==> src/hw/amc_pkg.sv <==
// shared constants for the converter operation control block
package amc_pkg;
  // register indices; byte address is four times the index
  localparam logic [3:0]  AMC_IDX_MODE      = 4'h1;
  localparam logic [3:0]  AMC_IDX_STATUS    = 4'h8;
  localparam logic [3:0]  AMC_IDX_CTRL      = 4'h9;
  // converter_operation_control reset value and writable bits
  localparam logic [15:0] AMC_MODE_RESET    = 16'h2000;
  localparam logic [15:0] AMC_MODE_WMASK    = 16'ha77c;
  // field positions
  localparam int          AMC_REF_EN_BIT    = 15;
  localparam int          AMC_SETTLED_BIT   = 13;
  localparam int          AMC_DELAY_LSB     = 8;
  localparam int          AMC_OPMODE_LSB    = 4;
  localparam int          AMC_CLKSEL_LSB    = 2;
  localparam int          AMC_ST_READY_BIT  = 0;
  localparam int          AMC_ST_SETTLE_BIT = 1;
  localparam int          AMC_ST_CAL_BIT    = 2;
  localparam int          AMC_ST_OSC_BIT    = 3;
  localparam int          AMC_CTRL_CR_BIT   = 0;
  // operating modes
  typedef enum logic [2:0] {
    AMC_OP_CONT    = 3'b000,
    AMC_OP_SINGLE  = 3'b001,
    AMC_OP_STANDBY = 3'b010,
    AMC_OP_PWRDN   = 3'b011,
    AMC_OP_INT_OFS = 3'b100,
    AMC_OP_INT_GN  = 3'b101,
    AMC_OP_SYS_OFS = 3'b110,
    AMC_OP_SYS_GN  = 3'b111
  } amc_opmode_t;
  // master clock sources
  typedef enum logic [1:0] {
    AMC_CK_OSC     = 2'b00,
    AMC_CK_OSC_OUT = 2'b01,
    AMC_CK_EXT     = 2'b10,
    AMC_CK_XTAL    = 2'b11
  } amc_clksrc_t;
  // timing: clock rate and switch delays in ns
  localparam int          AMC_CLK_HZ        = 100000000;
  localparam int          AMC_NS_PER_CYC    = 1000000000 / AMC_CLK_HZ;
  localparam int          AMC_DLY1_NS       = 8000;
  localparam int          AMC_DLY2_NS       = 32000;
  localparam int          AMC_DLY3_NS       = 80000;
  localparam int          AMC_DLY4_NS       = 200000;
  localparam int          AMC_DLY5_NS       = 400000;
  localparam int          AMC_DLY6_NS       = 1000000;
  localparam int          AMC_DLY7_NS       = 2000000;
  localparam int          AMC_DLY1_CYC      = AMC_DLY1_NS / AMC_NS_PER_CYC;
  localparam int          AMC_DLY2_CYC      = AMC_DLY2_NS / AMC_NS_PER_CYC;
  localparam int          AMC_DLY3_CYC      = AMC_DLY3_NS / AMC_NS_PER_CYC;
  localparam int          AMC_DLY4_CYC      = AMC_DLY4_NS / AMC_NS_PER_CYC;
  localparam int          AMC_DLY5_CYC      = AMC_DLY5_NS / AMC_NS_PER_CYC;
  localparam int          AMC_DLY6_CYC      = AMC_DLY6_NS / AMC_NS_PER_CYC;
  localparam int          AMC_DLY7_CYC      = AMC_DLY7_NS / AMC_NS_PER_CYC;
  localparam int          AMC_CNT_W         = 18;
endpackage

==> src/hw/amc_settle_timer.sv <==
// channel-switch settling delay counter
`timescale 1ns/100ps
module amc_settle_timer
  import amc_pkg::*;
#(
  parameter int CNT_W = AMC_CNT_W
)(
  // clock and reset
  input  wire logic             clk_sys,
  input  wire logic             rst_n,
  // control
  input  wire logic             start,
  input  wire logic             abort,
  input  wire logic [CNT_W-1:0] load_cnt,
  // status
  output logic                  busy,
  output logic                  done
);
  logic [CNT_W-1:0] cnt_r;
  logic             done_r;

  // down counter, restarted on each switch, dropped on abort
  always_ff @(posedge clk_sys or negedge rst_n)
  begin
    if (!rst_n)
      cnt_r <= '0;
    else if (abort)
      cnt_r <= '0;
    else if (start)
      cnt_r <= load_cnt;
    else if (cnt_r != '0)
      cnt_r <= cnt_r - 1'b1;
  end

  // one-cycle pulse when the wait has run out
  always_ff @(posedge clk_sys or negedge rst_n)
  begin
    if (!rst_n)
      done_r <= 1'b0;
    else
      done_r <= !abort && (start ? (load_cnt == '0) : (cnt_r == 1));
  end

  assign busy = (cnt_r != '0);
  assign done = done_r;

  // check helper: cycles since the last start, against the loaded wait
  logic [CNT_W-1:0] chk_tgt_r;
  logic [CNT_W-1:0] chk_age_r;
  logic             chk_trk_r;

  // tracking stops on abort or once the expected pulse slot has passed
  always_ff @(posedge clk_sys or negedge rst_n)
  begin
    if (!rst_n)
    begin
      chk_trk_r <= 1'b0;
      chk_tgt_r <= '0;
      chk_age_r <= '0;
    end
    else if (abort)
      chk_trk_r <= 1'b0;
    else if (start)
    begin
      chk_trk_r <= 1'b1;
      chk_tgt_r <= load_cnt;
      chk_age_r <= '0;
    end
    else if (chk_trk_r && (chk_age_r == chk_tgt_r))
      chk_trk_r <= 1'b0;
    else if (chk_trk_r)
      chk_age_r <= chk_age_r + 1'b1;
  end

  property p_zero_delay;
    @(posedge clk_sys) disable iff (!rst_n)
    start && !abort && load_cnt == '0 |=> done && !busy;
  endproperty
  a_zero_delay: assert property (p_zero_delay) else $error("zero delay not immediate");

  property p_delay_len;
    @(posedge clk_sys) disable iff (!rst_n)
    chk_trk_r |-> done == (chk_age_r == chk_tgt_r);
  endproperty
  a_delay_len: assert property (p_delay_len) else $error("settle delay wrong length");

  c_long_wait: cover property (@(posedge clk_sys) disable iff (!rst_n) busy [*8] ##1 done);
endmodule

==> src/hw/amc_top.sv <==
// converter operation control register and its mode, clock and delay logic
// Function
// - mode write restarts filter, clears ready
// - register at index 0x01, 16 bits, resets 0x2000
// - bit 15 enables the reference (ref_enable)
// - bit 13 gives settled-only output, single channel
// - bits 10:8 select channel-switch settling delay
// - bits 6:4 select the operating mode
// - bits 3:2 select the master clock source
// - internal oscillator source also powers oscillator
// - continuous readback only in continuous conversion
`timescale 1ns/100ps
module amc_top
  import amc_pkg::*;
#(
  parameter int DLY4_CYC = AMC_DLY4_CYC,
  parameter int DLY5_CYC = AMC_DLY5_CYC,
  parameter int DLY6_CYC = AMC_DLY6_CYC,
  parameter int DLY7_CYC = AMC_DLY7_CYC
)(
  // clock and reset
  input  wire logic        clk_sys,
  input  wire logic        reset_n,
  // avalon-mm slave
  input  wire logic [5:0]  avs_address,
  input  wire logic        avs_read,
  input  wire logic        avs_write,
  input  wire logic [31:0] avs_writedata,
  input  wire logic [3:0]  avs_byteenable,
  output logic      [31:0] avs_readdata,
  output logic             avs_waitrequest,
  // converter core events
  input  wire logic        channel_switch,
  input  wire logic        single_channel,
  input  wire logic        conv_done,
  // converter core controls
  output logic             filter_reset,
  output logic             conv_start,
  output logic             input_enable,
  output logic             settled_output_only,
  output logic [2:0]       op_mode,
  output logic             cal_active,
  output logic             continuous_readback,
  // reference and clock controls
  output logic             ref_enable,
  output logic             osc_enable,
  output logic             crystal_or_clock_pin_oe,
  output logic             crystal_enable,
  output logic             ext_clock_select
);
  logic             rst_meta_r;
  logic             rst_n_r;
  logic             ack_r;
  logic [31:0]      rdata_r;
  logic [15:0]      mode_r;
  logic             cr_req_r;
  logic             ready_r;
  logic             cal_r;
  logic             frst_r;
  logic             start_r;
  logic             hold_r;
  logic             wr_mode;
  logic             wr_ctrl;
  logic [3:0]       idx;
  logic [15:0]      wdata16;
  logic [AMC_CNT_W-1:0] dly_cnt;
  logic             settle_busy;
  logic             settle_done;
  amc_opmode_t      opm;
  amc_clksrc_t      cks;

  // reset release through two flops
  always_ff @(posedge clk_sys or negedge reset_n)
  begin
    if (!reset_n)
    begin
      rst_meta_r <= 1'b0;
      rst_n_r    <= 1'b0;
    end
    else
    begin
      rst_meta_r <= 1'b1;
      rst_n_r    <= rst_meta_r;
    end
  end

  // bus decode; every access answers one cycle after it is raised
  assign idx             = avs_address[5:2];
  assign avs_waitrequest = !ack_r;
  assign wr_mode         = avs_write && ack_r && (idx == AMC_IDX_MODE);
  assign wr_ctrl         = avs_write && ack_r && (idx == AMC_IDX_CTRL);
  assign avs_readdata    = rdata_r;

  // access acknowledge, one cycle per request
  always_ff @(posedge clk_sys or negedge rst_n_r)
  begin
    if (!rst_n_r)
      ack_r <= 1'b0;
    else
      ack_r <= (avs_read || avs_write) && !ack_r;
  end

  // registered read data; unmapped addresses read zero
  always_ff @(posedge clk_sys or negedge rst_n_r)
  begin
    if (!rst_n_r)
      rdata_r <= '0;
    else if (avs_read && !ack_r)
    begin
      unique case (idx)
        AMC_IDX_MODE:   rdata_r <= {16'h0000, mode_r & AMC_MODE_WMASK};
        AMC_IDX_STATUS: rdata_r <= {28'h0000000, osc_enable, cal_r, settle_busy, ready_r};
        AMC_IDX_CTRL:   rdata_r <= {31'h00000000, cr_req_r};
        default:        rdata_r <= '0;
      endcase
    end
  end

  // byte-lane merge for the 16-bit register, reserved bits dropped
  always_comb
  begin
    wdata16 = mode_r;
    if (avs_byteenable[0])
      wdata16[7:0] = avs_writedata[7:0];
    if (avs_byteenable[1])
      wdata16[15:8] = avs_writedata[15:8];
    wdata16 = wdata16 & AMC_MODE_WMASK;
  end

  // converter_operation_control storage
  always_ff @(posedge clk_sys or negedge rst_n_r)
  begin
    if (!rst_n_r)
      mode_r <= AMC_MODE_RESET;
    else if (wr_mode)
      mode_r <= wdata16;
  end

  // continuous readback request
  always_ff @(posedge clk_sys or negedge rst_n_r)
  begin
    if (!rst_n_r)
      cr_req_r <= 1'b0;
    else if (wr_ctrl && avs_byteenable[0])
      cr_req_r <= avs_writedata[AMC_CTRL_CR_BIT];
  end

  // filter reset pulse after each mode write; conversion start unless standby or power-down
  always_ff @(posedge clk_sys or negedge rst_n_r)
  begin
    if (!rst_n_r)
    begin
      frst_r  <= 1'b0;
      start_r <= 1'b0;
    end
    else
    begin
      frst_r  <= wr_mode;
      start_r <= wr_mode && (wdata16[6:4] != AMC_OP_STANDBY) &&
                 (wdata16[6:4] != AMC_OP_PWRDN);
    end
  end

  // result ready: set by a finished conversion, cleared by a mode write
  always_ff @(posedge clk_sys or negedge rst_n_r)
  begin
    if (!rst_n_r)
      ready_r <= 1'b0;
    else if (wr_mode)
      ready_r <= 1'b0;
    else if (conv_done && !hold_r)
      ready_r <= 1'b1;
  end

  // calibration in progress until the core reports it done
  always_ff @(posedge clk_sys or negedge rst_n_r)
  begin
    if (!rst_n_r)
      cal_r <= 1'b0;
    else if (wr_mode)
      cal_r <= wdata16[6];
    else if (conv_done)
      cal_r <= 1'b0;
  end

  // filter held in reset for the cycle after a write
  always_ff @(posedge clk_sys or negedge rst_n_r)
  begin
    if (!rst_n_r)
      hold_r <= 1'b0;
    else
      hold_r <= wr_mode;
  end

  // field views
  assign opm = amc_opmode_t'(mode_r[AMC_OPMODE_LSB +: 3]);
  assign cks = amc_clksrc_t'(mode_r[AMC_CLKSEL_LSB +: 2]);

  // settle delay per code
  always_comb
  begin
    unique case (mode_r[AMC_DELAY_LSB +: 3])
      3'h0: dly_cnt = '0;
      3'h1: dly_cnt = AMC_CNT_W'(AMC_DLY1_CYC);
      3'h2: dly_cnt = AMC_CNT_W'(AMC_DLY2_CYC);
      3'h3: dly_cnt = AMC_CNT_W'(AMC_DLY3_CYC);
      3'h4: dly_cnt = AMC_CNT_W'(DLY4_CYC);
      3'h5: dly_cnt = AMC_CNT_W'(DLY5_CYC);
      3'h6: dly_cnt = AMC_CNT_W'(DLY6_CYC);
      3'h7: dly_cnt = AMC_CNT_W'(DLY7_CYC);
    endcase
  end

  amc_settle_timer #(
    .CNT_W    (AMC_CNT_W)
  ) u_settle (
    .clk_sys  (clk_sys),
    .rst_n    (rst_n_r),
    .start    (channel_switch),
    .abort    (wr_mode),
    .load_cnt (dly_cnt),
    .busy     (settle_busy),
    .done     (settle_done)
  );

  // core controls
  assign filter_reset        = frst_r;
  assign conv_start          = start_r;
  assign input_enable        = !settle_busy && !channel_switch;
  assign settled_output_only = mode_r[AMC_SETTLED_BIT] && single_channel;
  assign op_mode             = opm;
  assign cal_active          = cal_r;
  assign continuous_readback = cr_req_r && (opm == AMC_OP_CONT);
  // reference and clock controls
  assign ref_enable              = mode_r[AMC_REF_EN_BIT];
  assign osc_enable              = (cks == AMC_CK_OSC) || (cks == AMC_CK_OSC_OUT);
  assign crystal_or_clock_pin_oe = (cks == AMC_CK_OSC_OUT);
  assign crystal_enable          = (cks == AMC_CK_XTAL);
  assign ext_clock_select        = (cks == AMC_CK_EXT) || (cks == AMC_CK_XTAL);

  // checks
  property p_write_restart;
    @(posedge clk_sys) disable iff (!rst_n_r)
    wr_mode |=> filter_reset && !settle_busy && !ready_r ##1 !filter_reset;
  endproperty
  a_write_restart: assert property (p_write_restart) else $error("write did not restart");

  property p_reset_value;
    @(posedge clk_sys) disable iff (!rst_n_r)
    !$past(rst_n_r) |-> mode_r == AMC_MODE_RESET;
  endproperty
  a_reset_value: assert property (p_reset_value) else $error("bad reset value");

  property p_ref_follow;
    @(posedge clk_sys) disable iff (!rst_n_r)
    wr_mode && avs_byteenable[1] |=> ref_enable == $past(avs_writedata[15]);
  endproperty
  a_ref_follow: assert property (p_ref_follow) else $error("reference enable wrong");

  property p_settled;
    @(posedge clk_sys) disable iff (!rst_n_r)
    settled_output_only |-> single_channel && mode_r[13];
  endproperty
  a_settled: assert property (p_settled) else $error("settled-only without single channel");

  property p_cal_mode;
    @(posedge clk_sys) disable iff (!rst_n_r)
    wr_mode |=> cal_active == (op_mode >= 3'h4) && conv_start == (op_mode[2:1] != 2'b01);
  endproperty
  a_cal_mode: assert property (p_cal_mode) else $error("mode start wrong");

  property p_osc_on;
    @(posedge clk_sys) disable iff (!rst_n_r)
    !mode_r[3] |-> osc_enable && !crystal_enable;
  endproperty
  a_osc_on: assert property (p_osc_on) else $error("oscillator off with internal source");

  property p_reserved_zero;
    @(posedge clk_sys) disable iff (!rst_n_r)
    avs_read && !ack_r && idx == AMC_IDX_MODE |=> (avs_readdata & 32'hffff_5883) == 32'h0;
  endproperty
  a_reserved_zero: assert property (p_reserved_zero) else $error("reserved bits read set");

  property p_continuous_readback;
    @(posedge clk_sys) disable iff (!rst_n_r)
    continuous_readback |-> op_mode == 3'h0;
  endproperty
  a_continuous_readback: assert property (p_continuous_readback) else $error("continuous readback outside mode");

  c_write_mode: cover property (@(posedge clk_sys) disable iff (!rst_n_r) wr_mode ##1 conv_start);
  c_ready: cover property (@(posedge clk_sys) disable iff (!rst_n_r) $rose(ready_r));
  c_cal_done: cover property (@(posedge clk_sys) disable iff (!rst_n_r) $fell(cal_active));
  c_settle: cover property (@(posedge clk_sys) disable iff (!rst_n_r) settle_done);
endmodule

==> config.mk <==
export PLATFORM = sky130hd
export DESIGN_NAME = amc_top
export DESIGN_NICKNAME = d
export VERILOG_FILES = /design/src/hw/amc_pkg.sv /design/src/hw/amc_settle_timer.sv /design/src/hw/amc_top.sv
export SDC_FILE = /design/constraint.sdc
export NUM_CORES = 1
export LEC_CHECK = 0
export BUFFER_PORTS_ARGS = -buffer_cell sky130_fd_sc_hd__buf_4
export CORE_MARGIN = 1.5
export CORE_UTILIZATION = 25
export DETAILED_ROUTE_END_ITERATION = 12
export PLACE_DENSITY = 0.6
export SLEW_MARGIN = 20
export SYNTH_ARGS = -nofsm -noshare
export SYNTH_HDL_FRONTEND = slang
export SYNTH_SLANG_ARGS = --single-unit
==> constraint.sdc <==
create_clock -name clk_sys -period 2.1 [get_ports clk_sys]
set_input_delay 0.63 -clock clk_sys [delete_from_list [all_inputs] [get_ports clk_sys]]
set_output_delay 0.63 -clock clk_sys [all_outputs]
set_load 0.02 [all_outputs]
==> out/results.txt <==
Iteration-0 DRC Markers - 81
starting density of the core - 25.42%
GP Congestion - 0.8273
Ant. Diodes - 0
Setup crit end kind - output pin
worst path buffer plus inverter count - 1
number of global-route vias before repair - 1,995
Worst Path Max Fanout - 2
Fin. Hold Viols - 0
Synth Instances - 244
Non-Filler Instances - 452
Post-DRT Antenna Nets - 0
final setup violation count - 1
Worst path depth - 5
gr usage total - 11.06%
Inst Count DP - 442
P&R area growth vs syn - 27.95%
Die Height - 105.0 µm
final wirelength - 5777 µm
Critical-path top delay cell - dfrtp_1
arrival time of the worst setup path - 1.78 ns
max reg flops - 18
area of the core - 10,230 µm²
pwr dens - 927.1 nW/µm²
R2R cell count - 7
worst skew pair latency - 0.30 ns
Synth Flop Type - dfrtp_1
top cells by count, synth - dfrtp_1 (47), buf_4 (23), nand2_1 (20)
share of cells above drive strength 1 - 36.71%
critical-path cell list - or3_4 > or2_4 > or2_4 > nor2_4 > buf_6
Final nets - 370
Hold/Removal Path Class - primary input to asynchronous set/reset pin
kind of critical path - flop to output pin
yosys warns - 0
final worst setup slack - -0.3144 ns
root buf cell - clkbuf_8
Die W - 105.0 µm
total number of vias - 1,957
ranking of synthesized cells by area - dfrtp_1 (45%), buf_4 (6.6%), mux2_2 (5.2%)
violated checks - negative setup slack
number of flops mapped to enable cells by yosys - 0
Util after Layout - 32.53%
residual DRC count - 0
critical path launch point type - flop
gr ovfl total - 0
clk_skew - 0.01002 ns
Detail Placement HPWL - 4429 µm
initial antenna violation count - 0
top-count cell post-synth - dfrtp_1
async set-or-reset flop fraction in the synthesized netlist - 100.0%
Sink Count - 48
Max clock buf depth - 2
max cap viols - 0
die area - 11,030 µm²
Tcrit/Tclk final - 115.0%
Avg Cell Area, Syn - 10.66 µm²
Seq cells post-synth - 48
pins over their slew limit - 0
fin crit period - 2.414 ns
maximum vdd drop - 0.4355 mV
first-pass GRT wire length - 9763 µm
vias per cell - 4.330
top cell type's share of synthesized area - 45.21%
io pins - 96
area leader, netlist - dfrtp_1
Max Fclk - 0.4142 GHz
RSZ-0062 raised after global routing - true
Post-Synthesis Cell Area - 2601 µm²
H-tree Lvls - 2
Crit path max-delay family - simple AND/OR/NAND/NOR gates
Yosys cell types - 50
Pre-antenna DRT Iters - 4
clock transition at the registers of the reported paths - 0.08 ns
PortBufs - 50
sequential area share after synthesis - 46.22%
CP dominant cell by count - or2_4
Cell Rows - 37
P_leak - 1.584 nW
slowest stage delay, CP - 0.39 ns
Top reg by flops - u_settle.cnt_r
CP Data Required Time - 1.47 ns
CTS tree - yes
Num CTS Buffers - 5
largest net degree at the start of global routing - 31
Avg WL per Cell - 12.78 µm
outcome - finished with violations
==> worst register-to-register path, stage by stage (launching register included) <==
cell and delay, ns:
dfrtp_1 0.39, buf_4 0.13, buf_4 0.13, nor3_1 0.30
nand2_1 0.16, or3_1 0.36, xor2_1 0.19, o22ai_2 0.08
==> area by class of cell <==
class                      count  area [µm²]
clock inverter                 2       35.03
fill                        1060        6903
tap                          136       170.2
sequential                    48        1204
inverter                      11       41.29
timing repair buffer          76       586.8
multi-input combinational    173        1219
clock buffer                   6       72.57
==> cell usage in the layout, fill, tap and decap left out, drive strengths merged, types with 2 or more instances in the layout <==
cell type | synthesis | layout
conb | 2 | 21
o22ai | 9 | 9
xor2 | 9 | 9
nor4b | 2 | 2
mux2 | 12 | 12
nor2b | 2 | 2
a21oi | 10 | 10
nand3 | 4 | 4
inv | 11 | 11
nand2 | 20 | 20
nand3b | 2 | 2
nor4 | 3 | 3
and2 | 3 | 3
clkbuf | 5 | 6
dfrtp | 47 | 47
xnor2 | 5 | 5
a22o | 9 | 9
o31ai | 2 | 2
buf | 26 | 76
nor3 | 7 | 7
nor2 | 17 | 17
or2 | 3 | 3
nand2b | 8 | 8
ha | 6 | 6
a211oi | 2 | 2
or3 | 2 | 2
o21ai | 5 | 5
==> final timing paths <==
path                                    startpoint                 to  slack [ns]
worst max-delay path            u_settle.cnt_r[16]       input_enable       -0.31
worst min-delay path                       reset_n            rst_n_r         0.1
worst max register to register   u_settle.cnt_r[1]  u_settle.cnt_r[7]        0.27
worst min register to register             rst_n_r  u_settle.cnt_r[6]        0.20
max in group asynchronous                  rst_n_r              ack_r        1.40
min in group clk_sys                    rst_meta_r            rst_n_r        0.36
==> cells by family (layout without fill, tap and decap cells) <==
kind of cell,count (synthesis),count (layout),share of synthesized area [%]
AOI/OAI and AO/OA,43,43,12.89
xor gates and xnor gates,14,14,4.714
other,2,21,0.2887
muxes,13,13,5.580
DFF,48,48,46.22
and+or+nand+nor,76,76,17.08
adders and majority gates,6,6,2.886
buffers and inverters,42,95,10.34
==> power by group <==
group          switching, mW  leakage (nW)  internal, mW
clock                  0.304        0.0552         0.354
sequential             0.168         0.632          1.08
combinational          0.582         0.897         0.599
total                   1.05          1.58          2.03
==> timing repair <==
item                                    CTS  global route
pin swaps                                 2             1
hold buffers                              0             0
endpoints found under the setup margin    1             1
setup buffers                             0             2
gates resized for setup                   4             0
==> per-stage QoR <==
| step | cell area (µm²) | setup slack (ns) | TNS, ns | hold WS [ns] | power, mW |
|---|---|---|---|---|---|
| finish | 3328 | -0.3144 | -0.3144 | 0.09902 | 3.086 |
| global placement | 3194 | -0.08851 | -0.08851 | 0.2121 | 2.403 |
| detailed placement | 3194 | -0.09020 | -0.09020 | 0.2169 | 2.424 |
| CTS | 3313 | -0.3523 | -0.3523 | 0.08471 | 3.111 |
| floorplan | 2683 | -0.1636 | -0.1636 | 0.3312 | 2.027 |
| global route | 3328 | -0.3912 | -0.3912 | 0.07937 | 3.302 |
==> metal layers <==
metal  part of all wire (%)  wire length [µm]  global-route usage (%)  vias up
met4                    1.4                83                   4.012        0
met3                    4.8               275                   1.996        7
met5                      0                 0                       0        -
met2                     50              2866                   19.47       63
li1                       -                 -                       -      945
met1                     44              2552                   13.40      942
(Power assumes the default switching activity.)
